--- src/shared/sqstk_pkg.sv ---
// package: sequencer stack entry map, field layout and reset words
package sqstk_pkg;
    // printed offsets are not multiples of four: kept as indices, byte address = 4 * index
    localparam logic [5:0]  IDX_ENTRY_28   = 6'h3c;
    localparam logic [5:0]  IDX_ENTRY_29   = 6'h3d;
    localparam logic [5:0]  IDX_ENTRY_30   = 6'h3e;
    localparam logic [5:0]  IDX_ENTRY_31   = 6'h3f;
    localparam logic [5:0]  IDX_SEQ_CTRL   = 6'h20;
    localparam logic [5:0]  IDX_SEQ_STATUS = 6'h21;
    localparam int          NUM_ENTRIES    = 4;
    localparam logic [15:0] RST_ENTRY_28   = 16'h7800;
    localparam logic [15:0] RST_ENTRY_29   = 16'h7a00;
    localparam logic [15:0] RST_ENTRY_30   = 16'h7c00;
    localparam logic [15:0] RST_ENTRY_31   = 16'h7e00;
    localparam int          POS_DIR        = 15;
    localparam int          POS_SEL_HI     = 14;
    localparam int          POS_SEL_LO     = 9;
    localparam int          POS_RET        = 8;
    localparam int          POS_CHB_HI     = 7;
    localparam int          POS_CHB_LO     = 4;
    localparam int          POS_CHA_HI     = 3;
    localparam int          POS_CHA_LO     = 0;
    localparam int          POS_CTRL_EN    = 0;
    localparam logic [1:0]  FIRST_ENTRY    = 2'h0;

    typedef struct packed {
        logic       dir;
        logic [5:0] register_select_field;
        logic       stack_return_control;
        logic [3:0] converter_b_channel;
        logic [3:0] converter_a_channel;
    } sqstk_entry_t;

    typedef struct packed {
        logic [3:0] converter_a_channel;
        logic [3:0] converter_b_channel;
    } sqstk_chan_t;

    typedef enum logic [1:0] {
        SQ_IDLE,
        SQ_CONVERT,
        SQ_STEP
    } sqstk_state_t;
endpackage

--- src/logic/sqstk_entry.sv ---
// one sequencer stack entry: reset word, apb write and field split
`timescale 1ns/1ps
module sqstk_entry #(
    parameter logic [15:0] RESET_WORD = 16'h7800
) (
    input  wire logic                   pclk,
    input  wire logic                   presetn,
    input  wire logic                   wr_en,
    input  wire logic [15:0]            wr_data,
    output sqstk_pkg::sqstk_entry_t     entry
);
    sqstk_pkg::sqstk_entry_t entry_q;
    sqstk_pkg::sqstk_entry_t entry_d;

    always_comb begin
        entry_d = entry_q;
        if (wr_en) begin
            entry_d = sqstk_pkg::sqstk_entry_t'(wr_data);
        end
    end

    always_ff @(posedge pclk or negedge presetn) begin
        if (!presetn) begin
            entry_q <= sqstk_pkg::sqstk_entry_t'(RESET_WORD);
        end else begin
            entry_q <= entry_d;
        end
    end

    assign entry = entry_q;

    property p_reset_word;
        @(posedge pclk) $rose(presetn) |-> entry_q == sqstk_pkg::sqstk_entry_t'(RESET_WORD);
    endproperty
    a_reset_word : assert property (p_reset_word)
        else $error("entry not at reset word after reset");

    // contents only move on a write strobe
    property p_hold;
        @(posedge pclk) disable iff (!presetn)
        !wr_en |=> entry_q == $past(entry_q);
    endproperty
    a_hold : assert property (p_hold)
        else $error("entry changed without a write");
endmodule

--- src/logic/sqstk_top.sv ---
// sequencer stack entries 28 to 31 behind apb, with a small step sequencer
`timescale 1ns/1ps
// Operation
// - bit 15: zero read, one write; stored in dir and read back only, the sequencer never reads or writes on it
// - bits 14:9 hold own address, reset
// - return clear: advance to next entry
// - return set: go back to first
// - bits 7:4 select converter b channel
// - bits 3:0 select converter a channel
// - entries at 0x3c.. with reset words
// - entry 31 at 0x3f, reset 0x7e00
module sqstk_top (
    input  wire logic                   pclk,
    input  wire logic                   presetn,
    input  wire logic                   psel,
    input  wire logic                   penable,
    input  wire logic                   pwrite,
    input  wire logic [7:0]             paddr,
    input  wire logic [31:0]            pwdata,
    input  wire logic [3:0]             pstrb,
    output logic      [31:0]            prdata,
    output logic                        pready,
    output logic                        pslverr,
    input  wire logic                   conv_done,
    output logic                        conv_start,
    output sqstk_pkg::sqstk_chan_t      chan_sel,
    output logic      [1:0]             active_entry
);
    localparam logic [15:0] RST_WORDS [sqstk_pkg::NUM_ENTRIES] = '{
        sqstk_pkg::RST_ENTRY_28, sqstk_pkg::RST_ENTRY_29,
        sqstk_pkg::RST_ENTRY_30, sqstk_pkg::RST_ENTRY_31};

    sqstk_pkg::sqstk_entry_t entries [sqstk_pkg::NUM_ENTRIES];
    logic [sqstk_pkg::NUM_ENTRIES-1:0] entry_wr;

    logic        access;
    logic [5:0]  idx;
    logic        addr_ok;
    logic        is_entry;
    logic [1:0]  ent_idx;

    // bus: one wait state, errors on unmapped or misaligned address
    assign access   = psel && penable;
    assign idx      = paddr[7:2];
    assign addr_ok  = paddr[1:0] == 2'h0;
    assign is_entry = addr_ok && idx >= sqstk_pkg::IDX_ENTRY_28;
    assign ent_idx  = idx[1:0];

    logic        run_q;
    logic        run_d;
    logic        pready_q;

    genvar g;
    generate
        for (g = 0; g < sqstk_pkg::NUM_ENTRIES; g++) begin : g_entry
            assign entry_wr[g] = access && pwrite && is_entry && ent_idx == 2'(g)
                                 && pstrb[1:0] == 2'h3 && !pready_q; // one store per transfer
            sqstk_entry #(
                .RESET_WORD (RST_WORDS[g])
            ) u_entry (
                .pclk    (pclk),
                .presetn (presetn),
                .wr_en   (entry_wr[g]),
                .wr_data (pwdata[15:0]),
                .entry   (entries[g])
            );
        end
    endgenerate

    // apb answer registers
    logic [31:0] prdata_d;
    logic        pready_d;
    logic        pslverr_d;
    logic [31:0] prdata_q;
    logic        pslverr_q;

    sqstk_pkg::sqstk_state_t state_q;
    sqstk_pkg::sqstk_state_t state_d;
    logic [1:0]  ptr_q;
    logic [1:0]  ptr_d;
    sqstk_pkg::sqstk_chan_t chan_q;
    sqstk_pkg::sqstk_chan_t chan_d;
    logic        start_q;
    logic        start_d;

    always_comb begin
        prdata_d  = 32'h0;
        pready_d  = 1'b0;
        pslverr_d = 1'b0;
        run_d     = run_q;
        if (psel && !pready_q) begin
            pready_d = penable;
            if (penable) begin
                if (is_entry) begin
                    if (!pwrite) begin
                        prdata_d = {16'h0, 16'(entries[ent_idx])};
                    end
                end else if (addr_ok && idx == sqstk_pkg::IDX_SEQ_CTRL) begin
                    if (pwrite && pstrb[0]) begin
                        run_d = pwdata[sqstk_pkg::POS_CTRL_EN];
                    end
                    prdata_d = {31'h0, run_q};
                end else if (addr_ok && idx == sqstk_pkg::IDX_SEQ_STATUS) begin
                    pslverr_d = pwrite;
                    prdata_d  = {27'h0, state_q == sqstk_pkg::SQ_CONVERT, 2'h0, ptr_q};
                end else begin
                    pslverr_d = 1'b1;
                end
            end
        end
    end

    always_ff @(posedge pclk or negedge presetn) begin
        if (!presetn) begin
            prdata_q  <= 32'h0;
            pready_q  <= 1'b0;
            pslverr_q <= 1'b0;
            run_q     <= 1'b0;
        end else begin
            prdata_q  <= prdata_d;
            pready_q  <= pready_d;
            pslverr_q <= pslverr_d;
            run_q     <= run_d;
        end
    end

    // sequencer: load channels, start, wait done, then step per return bit
    always_comb begin
        state_d = state_q;
        ptr_d   = ptr_q;
        chan_d  = chan_q;
        start_d = 1'b0;
        case (state_q)
            sqstk_pkg::SQ_IDLE: begin
                ptr_d = sqstk_pkg::FIRST_ENTRY;
                if (run_q) begin
                    state_d = sqstk_pkg::SQ_STEP;
                end
            end
            sqstk_pkg::SQ_STEP: begin
                // channels of the active entry go out before its return bit matters
                chan_d.converter_a_channel = entries[ptr_q].converter_a_channel;
                chan_d.converter_b_channel = entries[ptr_q].converter_b_channel;
                start_d = 1'b1;
                state_d = sqstk_pkg::SQ_CONVERT;
            end
            sqstk_pkg::SQ_CONVERT: begin
                // stop only between conversions so a sample is never cut short
                if (conv_done) begin
                    if (entries[ptr_q].stack_return_control) begin
                        ptr_d = sqstk_pkg::FIRST_ENTRY;
                    end else begin
                        ptr_d = ptr_q + 2'h1;
                    end
                    state_d = run_q ? sqstk_pkg::SQ_STEP : sqstk_pkg::SQ_IDLE;
                end
            end
            default: begin
                state_d = sqstk_pkg::SQ_IDLE;
            end
        endcase
    end

    always_ff @(posedge pclk or negedge presetn) begin
        if (!presetn) begin
            state_q <= sqstk_pkg::SQ_IDLE;
            ptr_q   <= sqstk_pkg::FIRST_ENTRY;
            chan_q  <= '0;
            start_q <= 1'b0;
        end else begin
            state_q <= state_d;
            ptr_q   <= ptr_d;
            chan_q  <= chan_d;
            start_q <= start_d;
        end
    end

    assign prdata       = prdata_q;
    assign pready       = pready_q;
    assign pslverr      = pslverr_q;
    assign conv_start   = start_q;
    assign chan_sel     = chan_q;
    assign active_entry = ptr_q;

    property p_write_dir;
        @(posedge pclk) disable iff (!presetn)
        entry_wr[0] |=> entries[0].dir == $past(pwdata[sqstk_pkg::POS_DIR]);
    endproperty
    a_write_dir : assert property (p_write_dir)
        else $error("direction bit not stored");

    property p_sel_field;
        @(posedge pclk) disable iff (!presetn)
        entry_wr[2] |=> entries[2].register_select_field
            == $past(pwdata[sqstk_pkg::POS_SEL_HI:sqstk_pkg::POS_SEL_LO]);
    endproperty
    a_sel_field : assert property (p_sel_field)
        else $error("address field not stored");

    property p_advance;
        @(posedge pclk) disable iff (!presetn)
        (state_q == sqstk_pkg::SQ_CONVERT && conv_done
            && !entries[ptr_q].stack_return_control) |=> ptr_q == $past(ptr_q) + 2'h1;
    endproperty
    a_advance : assert property (p_advance)
        else $error("sequencer did not advance");

    property p_return;
        @(posedge pclk) disable iff (!presetn)
        (state_q == sqstk_pkg::SQ_CONVERT && conv_done
            && entries[ptr_q].stack_return_control) |=> ptr_q == sqstk_pkg::FIRST_ENTRY;
    endproperty
    a_return : assert property (p_return)
        else $error("sequencer did not return to first entry");

    property p_chan_b;
        @(posedge pclk) disable iff (!presetn)
        $rose(conv_start) |-> chan_sel.converter_b_channel
            == $past(entries[ptr_q].converter_b_channel);
    endproperty
    a_chan_b : assert property (p_chan_b)
        else $error("converter b channel mismatch");

    property p_chan_a;
        @(posedge pclk) disable iff (!presetn)
        $rose(conv_start) |-> chan_sel.converter_a_channel
            == $past(entries[ptr_q].converter_a_channel);
    endproperty
    a_chan_a : assert property (p_chan_a)
        else $error("converter a channel mismatch");

    property p_read_back;
        @(posedge pclk) disable iff (!presetn)
        (access && !pwrite && is_entry && !pready_q) |=> pready_q
            && prdata_q[15:0] == 16'($past(entries[ent_idx]));
    endproperty
    a_read_back : assert property (p_read_back)
        else $error("entry read data wrong");

    property p_entry31;
        @(posedge pclk) $rose(presetn) |-> 16'(entries[3]) == sqstk_pkg::RST_ENTRY_31;
    endproperty
    a_entry31 : assert property (p_entry31)
        else $error("last entry reset word wrong");

    property p_start_order;
        @(posedge pclk) disable iff (!presetn)
        conv_start |=> !conv_start ##0 state_q == sqstk_pkg::SQ_CONVERT;
    endproperty
    a_start_order : assert property (p_start_order)
        else $error("start not followed by conversion wait");

    c_return  : cover property (@(posedge pclk) disable iff (!presetn)
        state_q == sqstk_pkg::SQ_CONVERT && conv_done && entries[ptr_q].stack_return_control);
    c_wrap    : cover property (@(posedge pclk) disable iff (!presetn)
        ptr_q == 2'h3 ##1 ptr_q == 2'h0);
    c_write   : cover property (@(posedge pclk) disable iff (!presetn) entry_wr[1]);
    c_slverr  : cover property (@(posedge pclk) disable iff (!presetn) pslverr_q);
endmodule

--- config.mk ---
export PLATFORM = sky130hd
export DESIGN_NAME = sqstk_top
export DESIGN_NICKNAME = d
export VERILOG_FILES = /design/src/shared/sqstk_pkg.sv /design/src/logic/sqstk_entry.sv /design/src/logic/sqstk_top.sv
export SDC_FILE = /design/constraint.sdc
export NUM_CORES = 1
export LEC_CHECK = 0
export BUFFER_PORTS_ARGS = -buffer_cell sky130_fd_sc_hd__buf_4
export CORE_UTILIZATION = 47
export DETAILED_ROUTE_END_ITERATION = 8
export PLACE_DENSITY = 0.79
export SLEW_MARGIN = 20
export SYNTH_ARGS = -nofsm -noshare
export SYNTH_HDL_FRONTEND = slang
export SYNTH_SLANG_ARGS = --single-unit
--- constraint.sdc ---
create_clock -name pclk -period 2 [get_ports pclk]
set_input_delay 0.1 -clock pclk [delete_from_list [all_inputs] [get_ports pclk]]
set_output_delay 0.1 -clock pclk [all_outputs]
set_load 0.005 [all_outputs]
; ---- Word-level counts from Yosys, hierarchy flattened
; Cells that the tools add are included.
[classes]
reduce_logical = 28
mux = 26
bitwise_logic = 3
order_cmp = 3
n_eq_ne = 10
n_addsub = 1
[ops]
columns = cell, count
row1 = $mux W32, 3
row2 = $bmux W16 S2, 2
row3 = $mux W16, 3
row4 = $logic_and A1 B1 Y1, 20
row5 = $mux W9, 2
row6 = $eq A6 B6 Y1 const B, 2
row7 = $mux W2, 5
row8 = $mux W5, 2
row9 = $eq A2 B2 Y1 const B, 4
row10 = $mux W1, 7
row11 = $ge A3 B3 Y1 const B, 2
row12 = $ge A6 B6 Y1 const B, 1
row13 = $logic_not A2 Y1, 3
row14 = $not A2 Y3, 2
row15 = $pmux W2 S3, 1
row16 = $reduce_and A5 Y1, 1
row17 = $eq A2 B1 Y1 const B, 2
row18 = $ne A2 B2 Y1 const B, 2
row19 = $pmux W2 S2, 1
row20 = $reduce_and A2 Y1, 2
row21 = $add A2 B1 Y2 const B, 1
row22 = $reduce_bool A2 Y1, 1
row23 = $logic_not A1 Y1, 1
row24 = $not A1 Y1, 1
[totals]
reg_bits = 112
inputBits = 50

; ---- Logic depth before layout (Yosys ltp)
; Gate-level depths: netlist of the first run.
[logic_depth]
ltp_word = 8
mapped_depth = 7
ltp_nobuf = 5

; ---- By module
; Synthesis of the first run repeated with hierarchy kept, for this count alone.
[unflattened]
cells_unflattened = 283
area_unflattened_um2 = 4638.2
[by_module_without_submodules]
columns = module, area_per_inst_um2, cells_each, n_inst
row1 = sqstk_top, 2015.7, 147, 1
row2 = sqstk_entry (g_entry[1].u_entry ...), 655.6, 34, 2
row3 = sqstk_entry (g_entry[3].u_entry), 656.9, 34, 1
row4 = sqstk_entry (g_entry[0].u_entry), 654.4, 34, 1

; ---- Least setup slack after synthesis of the first run
; No wires, ideal clock.
[synth_timing]
path_type = flip-flop to flip-flop
start = register pready_q (netlist: pready)
end = register g_entry[0].u_entry.entry_q, in the netlist g_entry[0].u_entry.entry[0]
arrival_ps = 1764
path_stages_with_launch = 7
path_buffers = 1
setup_time_ps = 125
setup_slack_ps = 112
cell_sequence = dfrtp_1 nand3b_1 inv_1 nand4_1 nor4_4 buf_6 mux2_2
[synth_via]
elab_chain_cells = 2
[synth_lines]
columns = element, line_no
row1 = start: declaration, sqstk_top.sv:51  ; logic pready_q;
row2 = start signal: assignment, sqstk_top.sv:121  ; pready_q <= pready_d;
row3 = $logic_not A1 Y1, sqstk_top.sv:57  ; && pstrb[1:0] == 2'h3 && !pready_q;
row4 = $logic_and A1 B1 Y1, sqstk_top.sv:57
row5 = end signal: assignment, sqstk_entry.sv:24  ; entry_q <= sqstk_pkg::sqstk_entry_t'(RESET_WORD);
row6 = end signal: assignment, sqstk_entry.sv:26  ; entry_q <= entry_d;
row7 = end: declaration, sqstk_entry.sv:12  ; sqstk_pkg::sqstk_entry_t entry_q;
; No other way between the ends.
; A chain may end at the register's enable or synchronous reset.

; ---- Worst setup path after layout of the first run
[layout_timing]
start = register pready_q (netlist: pready)
end = register g_entry[1].u_entry.entry_q, in the netlist g_entry[1].u_entry.entry[3]
[layout_via]
elab_chain_cells = 2
[layout_lines]
columns = element, line_no
row1 = $logic_not A1 Y1, sqstk_top.sv:57
row2 = $logic_and A1 B1 Y1, sqstk_top.sv:57
row3 = end signal: assignment, sqstk_entry.sv:24
row4 = end signal: assignment, sqstk_entry.sv:26
row5 = end: declaration, sqstk_entry.sv:12
; No other way between the ends.

==> results.cfg, run 1 <==
[route]
num_vias = 2651
viasPerCell = 5.49
first_pass_iters = 9
drt_wl_total_mm = 9.05
drtIter0Drc = 97
drc = 1
ant_nets = 0
wl_per_cell_um = 18.7

[worst_setup_path]
arrival_ns = 2.11
cp_max_fo = 11
r2r_end = g_entry[1].u_entry.entry[3]
critPathLaunchType = register
rr_startpoint = pready
crit_slowest_cell = dfrtp_1
worstSetupPathType = register to register
worstPathRequired_ns = 2.24
worst_setup_path_end_kind = register
r2r_slack_ns = 0.14
cp_cell_sequence = nand3b_1, nor4_2, nor2b_1, buf_4, mux2_2
critPathMaxStageDelay_ns = 0.38
reg2reg_depth = 5

[yosys]
synth_flop_cell = dfrtp_1
synth_fa_ha_area_share_pct = 0
synthSimpleGateAreaFrac_pct = 6.30
synth_xor_area_share_pct = 0
synth.ff_latch_count = 96
synth_top_area_share_pct = 43.5
synth_area_leaders = dfrtp_1, mux2_2, mux4_2, dfstp_2, buf_4
muxShareOfSynthArea_pct = 31.9
syn_inst = 282
async_flop_share_pct = 100
ys_types = 35
syn_area_mm2 = 0.00437
synth_edf_count = 0
synth_compound_area_share_pct = 1.52
ys_seq_area_share_pct = 55.6
synth_top_family_by_area = multiplexers
postSynthAreaPerCell_um2 = 15.5
yosys.area.top_type = dfrtp_1
synth_warnings = 0

[floorplan]
die_x_um = 98.4
die_area_mm2 = 0.00968
initial_core_util_pct = 49.4
core_mm2 = 0.00885
die_h_um = 98.4
ioPinCount = 95
rows = 34

[clocking]
clock_path_buffers = 2
clock_latency_ns = 0.36
clk_pin_slew_ns = 0.09
cts_root_buf = clkbuf_8
cts_sinks = 96
ctsHtreeMaxLevel = 3
cts_tree = built
cts_made_buffers = 9

[layout]
drive_gt1_share_pct = 57.1
fin_nets = 420
n_antenna_cell = 0
final-instance-count-excl-fill = 483
area_growth_pct = 22.9

[min_path]
hold_start = pwdata[3]
hp-class = primary input to register
hold_end = g_entry[3].u_entry.entry[3]
holdPathStages = 2

[sta]
layout_min_cycle_time_ns = 1.86
hold_viol = 0
rsz0062_at_grt = yes
max_freq_mhz = 537
setup_tns_ns = 0
fin_crit_sh_pct = 93.2
worst_pin_slew_ns = 0.697
slew_headroom_pct = 53.5
holdWs_ns = 0.0293
skew_ns = 0.0105
finalSetupViolations = 0
slew_violations = 0

[placed_design]
dpl.cell_count = 451
post-dp-hpwl_mm = 6.05
gp_congestion = 0.796
io_buffers = 60

[run]
maxCapViolations = 0

[global_route]
grt_first_pass_wirelength_mm = 15.1
grt_pass1_vias = 2884
grt_start_max_net_pins = 54
antenna_found_initial = 0
grt_use_total_pct = 21.0
grt_overflow = 0

[power_and_ir_drop]
power_density_mw_per_mm2 = 649
ir_drop_v = 0.000303
leakage_nw = 2.62

[status]
status = complete, but fails checks
violations = DRC
[cell usage in the layout (no fill, tap or decap), types with 5 or more instances in the layout]
| master | n |
|---|---|
| dfrtp_1 | 76 |
| clkbuf_8 | 11 |
| nand2_1 | 7 |
| dlygate4sd3_1 | 16 |
| mux2_2 | 74 |
| buf_4 | 72 |
| mux4_2 | 24 |
| dfstp_2 | 20 |
| conb_1 | 16 |
| and3_1 | 13 |
| nor2_1 | 5 |
[where the power goes]
group          switching (mW)  internal, mW
clock network           0.659         0.650
logic                   0.119         0.103
registers             0.00459          1.95
[critical path, delay by kind of cell (launching register included)]
kind | cells | cell delay (ns)
buffers and inverters | 1 | 0.25
AND/OR/NAND/NOR | 3 | 0.78
flip-flops | 1 | 0.38
multiplexers | 1 | 0.36
[Yosys cell counts (all sizes together), types with 2 or more instances]
master,count
nor2,5
nor4,3
mux2,74
a21oi,2
nor2b,3
buf,25
mux4,24
nand4b,2
mux2i,2
dfstp,20
and3,13
nand2,7
dfrtp,76
a22o,2
clkbuf,6
nand4,3
[area by class of cell]
type | count | area, µm²
flip-flops and latches | 96 | 2430
clock inverters | 4 | 52.6
fillers | 698 | 3480
well taps | 108 | 135
multi-input cells | 169 | 1800
repair buffers | 93 | 792
inverters | 1 | 3.75
clock buffers | 12 | 155
[flip-flops by register name (all words and copies together) (netlist names)]
name	cells
active_entry	2
chan_sel	8
conv_start	1
g_entry.u_entry.entry	64
prdata	16
pready	1
pslverr	1
run_q	1
state_q	2
[worst max-delay path by stage]
stage / start / to / slack (ns) / cells past startpoint
global route: pready / g_entry[0].u_entry.entry[5] / -0.006 / 7
finish: pready / g_entry[1].u_entry.entry[3] / 0.14 / 5
CTS: pready / g_entry[1].u_entry.entry[8] / 0.12 / 5
floorplan: pready / g_entry[0].u_entry.entry[0] / 0.11 / 6
global placement: paddr[1] / g_entry[0].u_entry.entry[15] / 0.11 / 6
detailed placement: paddr[1] / g_entry[1].u_entry.entry[3] / 0.06 / 6
[metal layers]
layer | up-vias | wire (µm) | GRT usage (%) | share of wire (%)
met4 | 0 | 110 | 6.89 | 1.2
met3 | 7 | 479 | 5.15 | 5.3
met5 | - | 0 | 0 | 0
met1 | 1364 | 3780 | 27.1 | 42
li1 | 1192 | - | - | -
met2 | 88 | 4680 | 35.0 | 52
[through the flow]
stage          utilization (%)  worst slack, ns  instance area, µm²  total power, mW
6_report                  60.7            0.136                5370             3.49
3_3_place_gp              56.4            0.108                4990             2.19
2_1_floorplan                -            0.112                4420             2.08
5_1_grt                   60.7         -0.00642                5370             3.63
3_5_place_dp              56.4           0.0618                4990             2.19
4_1_cts                   60.4            0.117                5350             3.52
[what timing repair did]
action	4_1_cts	5_1_grt
endpoints found under the hold margin	77	1
resized for setup	0	2
endpoints found under the setup margin	0	5
setup buffers	0	0
hold buffers	15	1
[kinds of logic after synthesis]
kind of cell,count (synthesis)
AOI/OAI and AO/OA,9
buffers and inverters,32
DFF,96
muxes,100
other,1
and+or+nand+nor,44
No activity file was read; power rests on OpenSTA's default activity.
==> run 2, diff against run 1 <==
--- a/config.mk
+++ b/config.mk
@@ -6,9 +6,9 @@
 export NUM_CORES = 1
 export LEC_CHECK = 0
 export BUFFER_PORTS_ARGS = -buffer_cell sky130_fd_sc_hd__buf_4
-export CORE_UTILIZATION = 47
+export CORE_UTILIZATION = 49
 export DETAILED_ROUTE_END_ITERATION = 8
-export PLACE_DENSITY = 0.79
+export PLACE_DENSITY = 0.84
 export SLEW_MARGIN = 20
 export SYNTH_ARGS = -nofsm -noshare
 export SYNTH_HDL_FRONTEND = slang
==> constraint.sdc (replaced) <==
create_clock -name pclk -period 1.59 [get_ports pclk]
set_input_delay 0.0795 -clock pclk [delete_from_list [all_inputs] [get_ports pclk]]
set_output_delay 0.0795 -clock pclk [all_outputs]
set_load 0.005 [all_outputs]
==> run 2 against run 1 <==
  * The flow finishes with violations (setup timing)
  * Final cell count rose by 3.5%
  * Design area rose by 4.5%
  * Routed wire length rose by 11%
  * Flip-flop and latch count did not move
  * Total power rose by 24%
  * Die area fell by 4.0%
  * Clock power rose by 17%
  * Largest power group unchanged
  * Critical path type unchanged
  * Register-to-register slack got worse by 0.38 ns
  * Clock-buffer cell count fell by 1
  * Critical endpoint is now g_entry[0].u_entry.entry[3]
  * Largest cell class unchanged
==> results.cfg, run 2 (same netlist as run 1, synthesis figures left out) <==
[floorplan]
core_mm2 = 0.00868
die_area_mm2 = 0.00930
die_x_um = 96.4
die_h_um = 96.4
initial_core_util_pct = 50.3
ioPinCount = 95
rows = 34

[power_and_ir_drop]
leakage_nw = 2.73
sw_frac_of_total_pct = 24.0
ir_drop_v = 0.000352
power_density_mw_per_mm2 = 768
p_int_mw = 3.27
seqPwrFrac_pct = 57.1
combPwrFrac_pct = 7.3
clockPowerShare_pct = 35.6
power_switching_mw = 1.03

[route]
wl_per_cell_um = 20.0
num_vias = 2851
viasPerCell = 5.70
drt_wl_total_mm = 10.0
first_pass_iters = 6
ant_nets = 0
drc = 0
drtIter0Drc = 142

[layout]
stdcell_area_mm2 = 0.00561
finish.utilization_pct = 64.6
fin_nets = 437
final_cell_mix = buf_4, dfrtp_1, mux2_2, mux4_2, dfstp_2
n_antenna_cell = 0
nFillCells = 624
mostFrequentLayoutCell = buf_4
drive_gt1_share_pct = 59.7
largest_register_ffs = 64
area_growth_pct = 28.4

[placed_design]
post-dp-hpwl_mm = 6.27
io_buffers = 60
dpl_cell_area_mm2 = 0.00506
gp_congestion = 0.780
post-place-ws_ns = -0.308

[global_route]
antenna_found_initial = 0
grt_pass1_vias = 3052
grt_use_total_pct = 24.1
grt_start_max_net_pins = 35
grt_first_pass_wirelength_mm = 16.2
grt_overflow = 0

[min_path]
hold_end = pslverr
holdPathStages = 3
hold_start = pwrite
hp-class = primary input to register

[clocking]
ctsHtreeMaxLevel = 3
cts_sinks = 96
cts_tree = built
clock_path_buffers = 2
clock_latency_ns = 0.36
clk_pin_slew_ns = 0.09
cts_root_buf = clkbuf_8
cts_made_buffers = 9

[run]
maxCapViolations = 0

[sta]
finalSetupViolations = 64
hold_viol = 0
max_freq_mhz = 545
skew_ns = 0.0103
rsz0062_at_grt = yes
layout_min_cycle_time_ns = 1.83
setup_tns_ns = -8.94
holdWs_ns = 0.0198
slew_violations = 0
finalWorstSetupSlack_ns = -0.243
fin_crit_sh_pct = 115

[worst_setup_path]
worstPathRequired_ns = 1.84
worst_setup_path_end_kind = register
rr_startpoint = pready
reg2reg_depth = 6
cp_max_fo = 16
r2r_slack_ns = -0.24
arrival_ns = 2.08
r2r_end = g_entry[0].u_entry.entry[3]
worstSetupPathType = register to register
critPathLaunchType = register

[status]
violations = setup timing
status = complete, but fails checks
[run 2: per-layer routing]
layer  part of all wire [%]  global-route usage, %  wire length [µm]
met5                      0                      0                 0
met4                    1.9                   10.9               195
met3                    4.3                   4.54               429
met2                     53                   41.3              5340
met1                     40                   29.6              4040
[run 2: power groups by stage]
stage | registers [mW] | logic, mW | clock network [mW]
2_1_floorplan | 2.50 | 0.110 | 0
3_3_place_gp | 2.50 | 0.254 | 0
3_5_place_dp | 2.51 | 0.263 | 0
4_1_cts | 2.46 | 0.307 | 1.56
5_1_grt | 2.46 | 0.343 | 1.65
6_report | 2.46 | 0.313 | 1.53
[run 2: area by class of cell]
type / instances / area [µm²] / area share (%)
clock buffers: 11 / 153 / 2.72
clock inverters: 5 / 37.5 / 0.669
inverters: 1 / 3.75 / 0.0669
multi-input cells: 169 / 1900 / 33.9
flip-flops and latches: 96 / 2430 / 43.3
well taps: 108 / 135 / 2.41
repair buffers: 110 / 952 / 17.0
[run 2: worst max path at each step]
stage	from	endpoint	slack (ns)	depth (start not counted)
2_1_floorplan	pready	g_entry[0].u_entry.entry[0]	-0.30	6
3_3_place_gp	paddr[1]	g_entry[1].u_entry.entry[7]	-0.23	6
3_5_place_dp	pready	g_entry[1].u_entry.entry[4]	-0.31	5
4_1_cts	pready	g_entry[0].u_entry.entry[3]	-0.22	6
5_1_grt	pready	g_entry[0].u_entry.entry[0]	-0.32	6
6_report	pready	g_entry[0].u_entry.entry[3]	-0.24	6
[run 2: through the flow]
step,instances,power (mW)
floorplan,297,2.61
global placement,461,2.76
detailed placement,461,2.77
CTS,499,4.33
global route,500,4.46
finish,500,4.31
[run 2: worst max-delay path, stage by stage (launching register included)]
cell,delay (ns)
dfrtp_1,0.39
nand3b_1,0.26
inv_1,0.14
nand4_1,0.16
nor4_4,0.22
buf_12,0.21
mux2_2,0.35
[run 2: timing repair]
item | 4_1_cts | 5_1_grt
setup buffers | 3 | 1
endpoints found under the hold margin | 95 | 0
resized for setup | 34 | 3
hold buffers | 17 | 0
gates cloned | 2 | 0
endpoints found under the setup margin | 48 | 65
pin swaps | 1 | 0
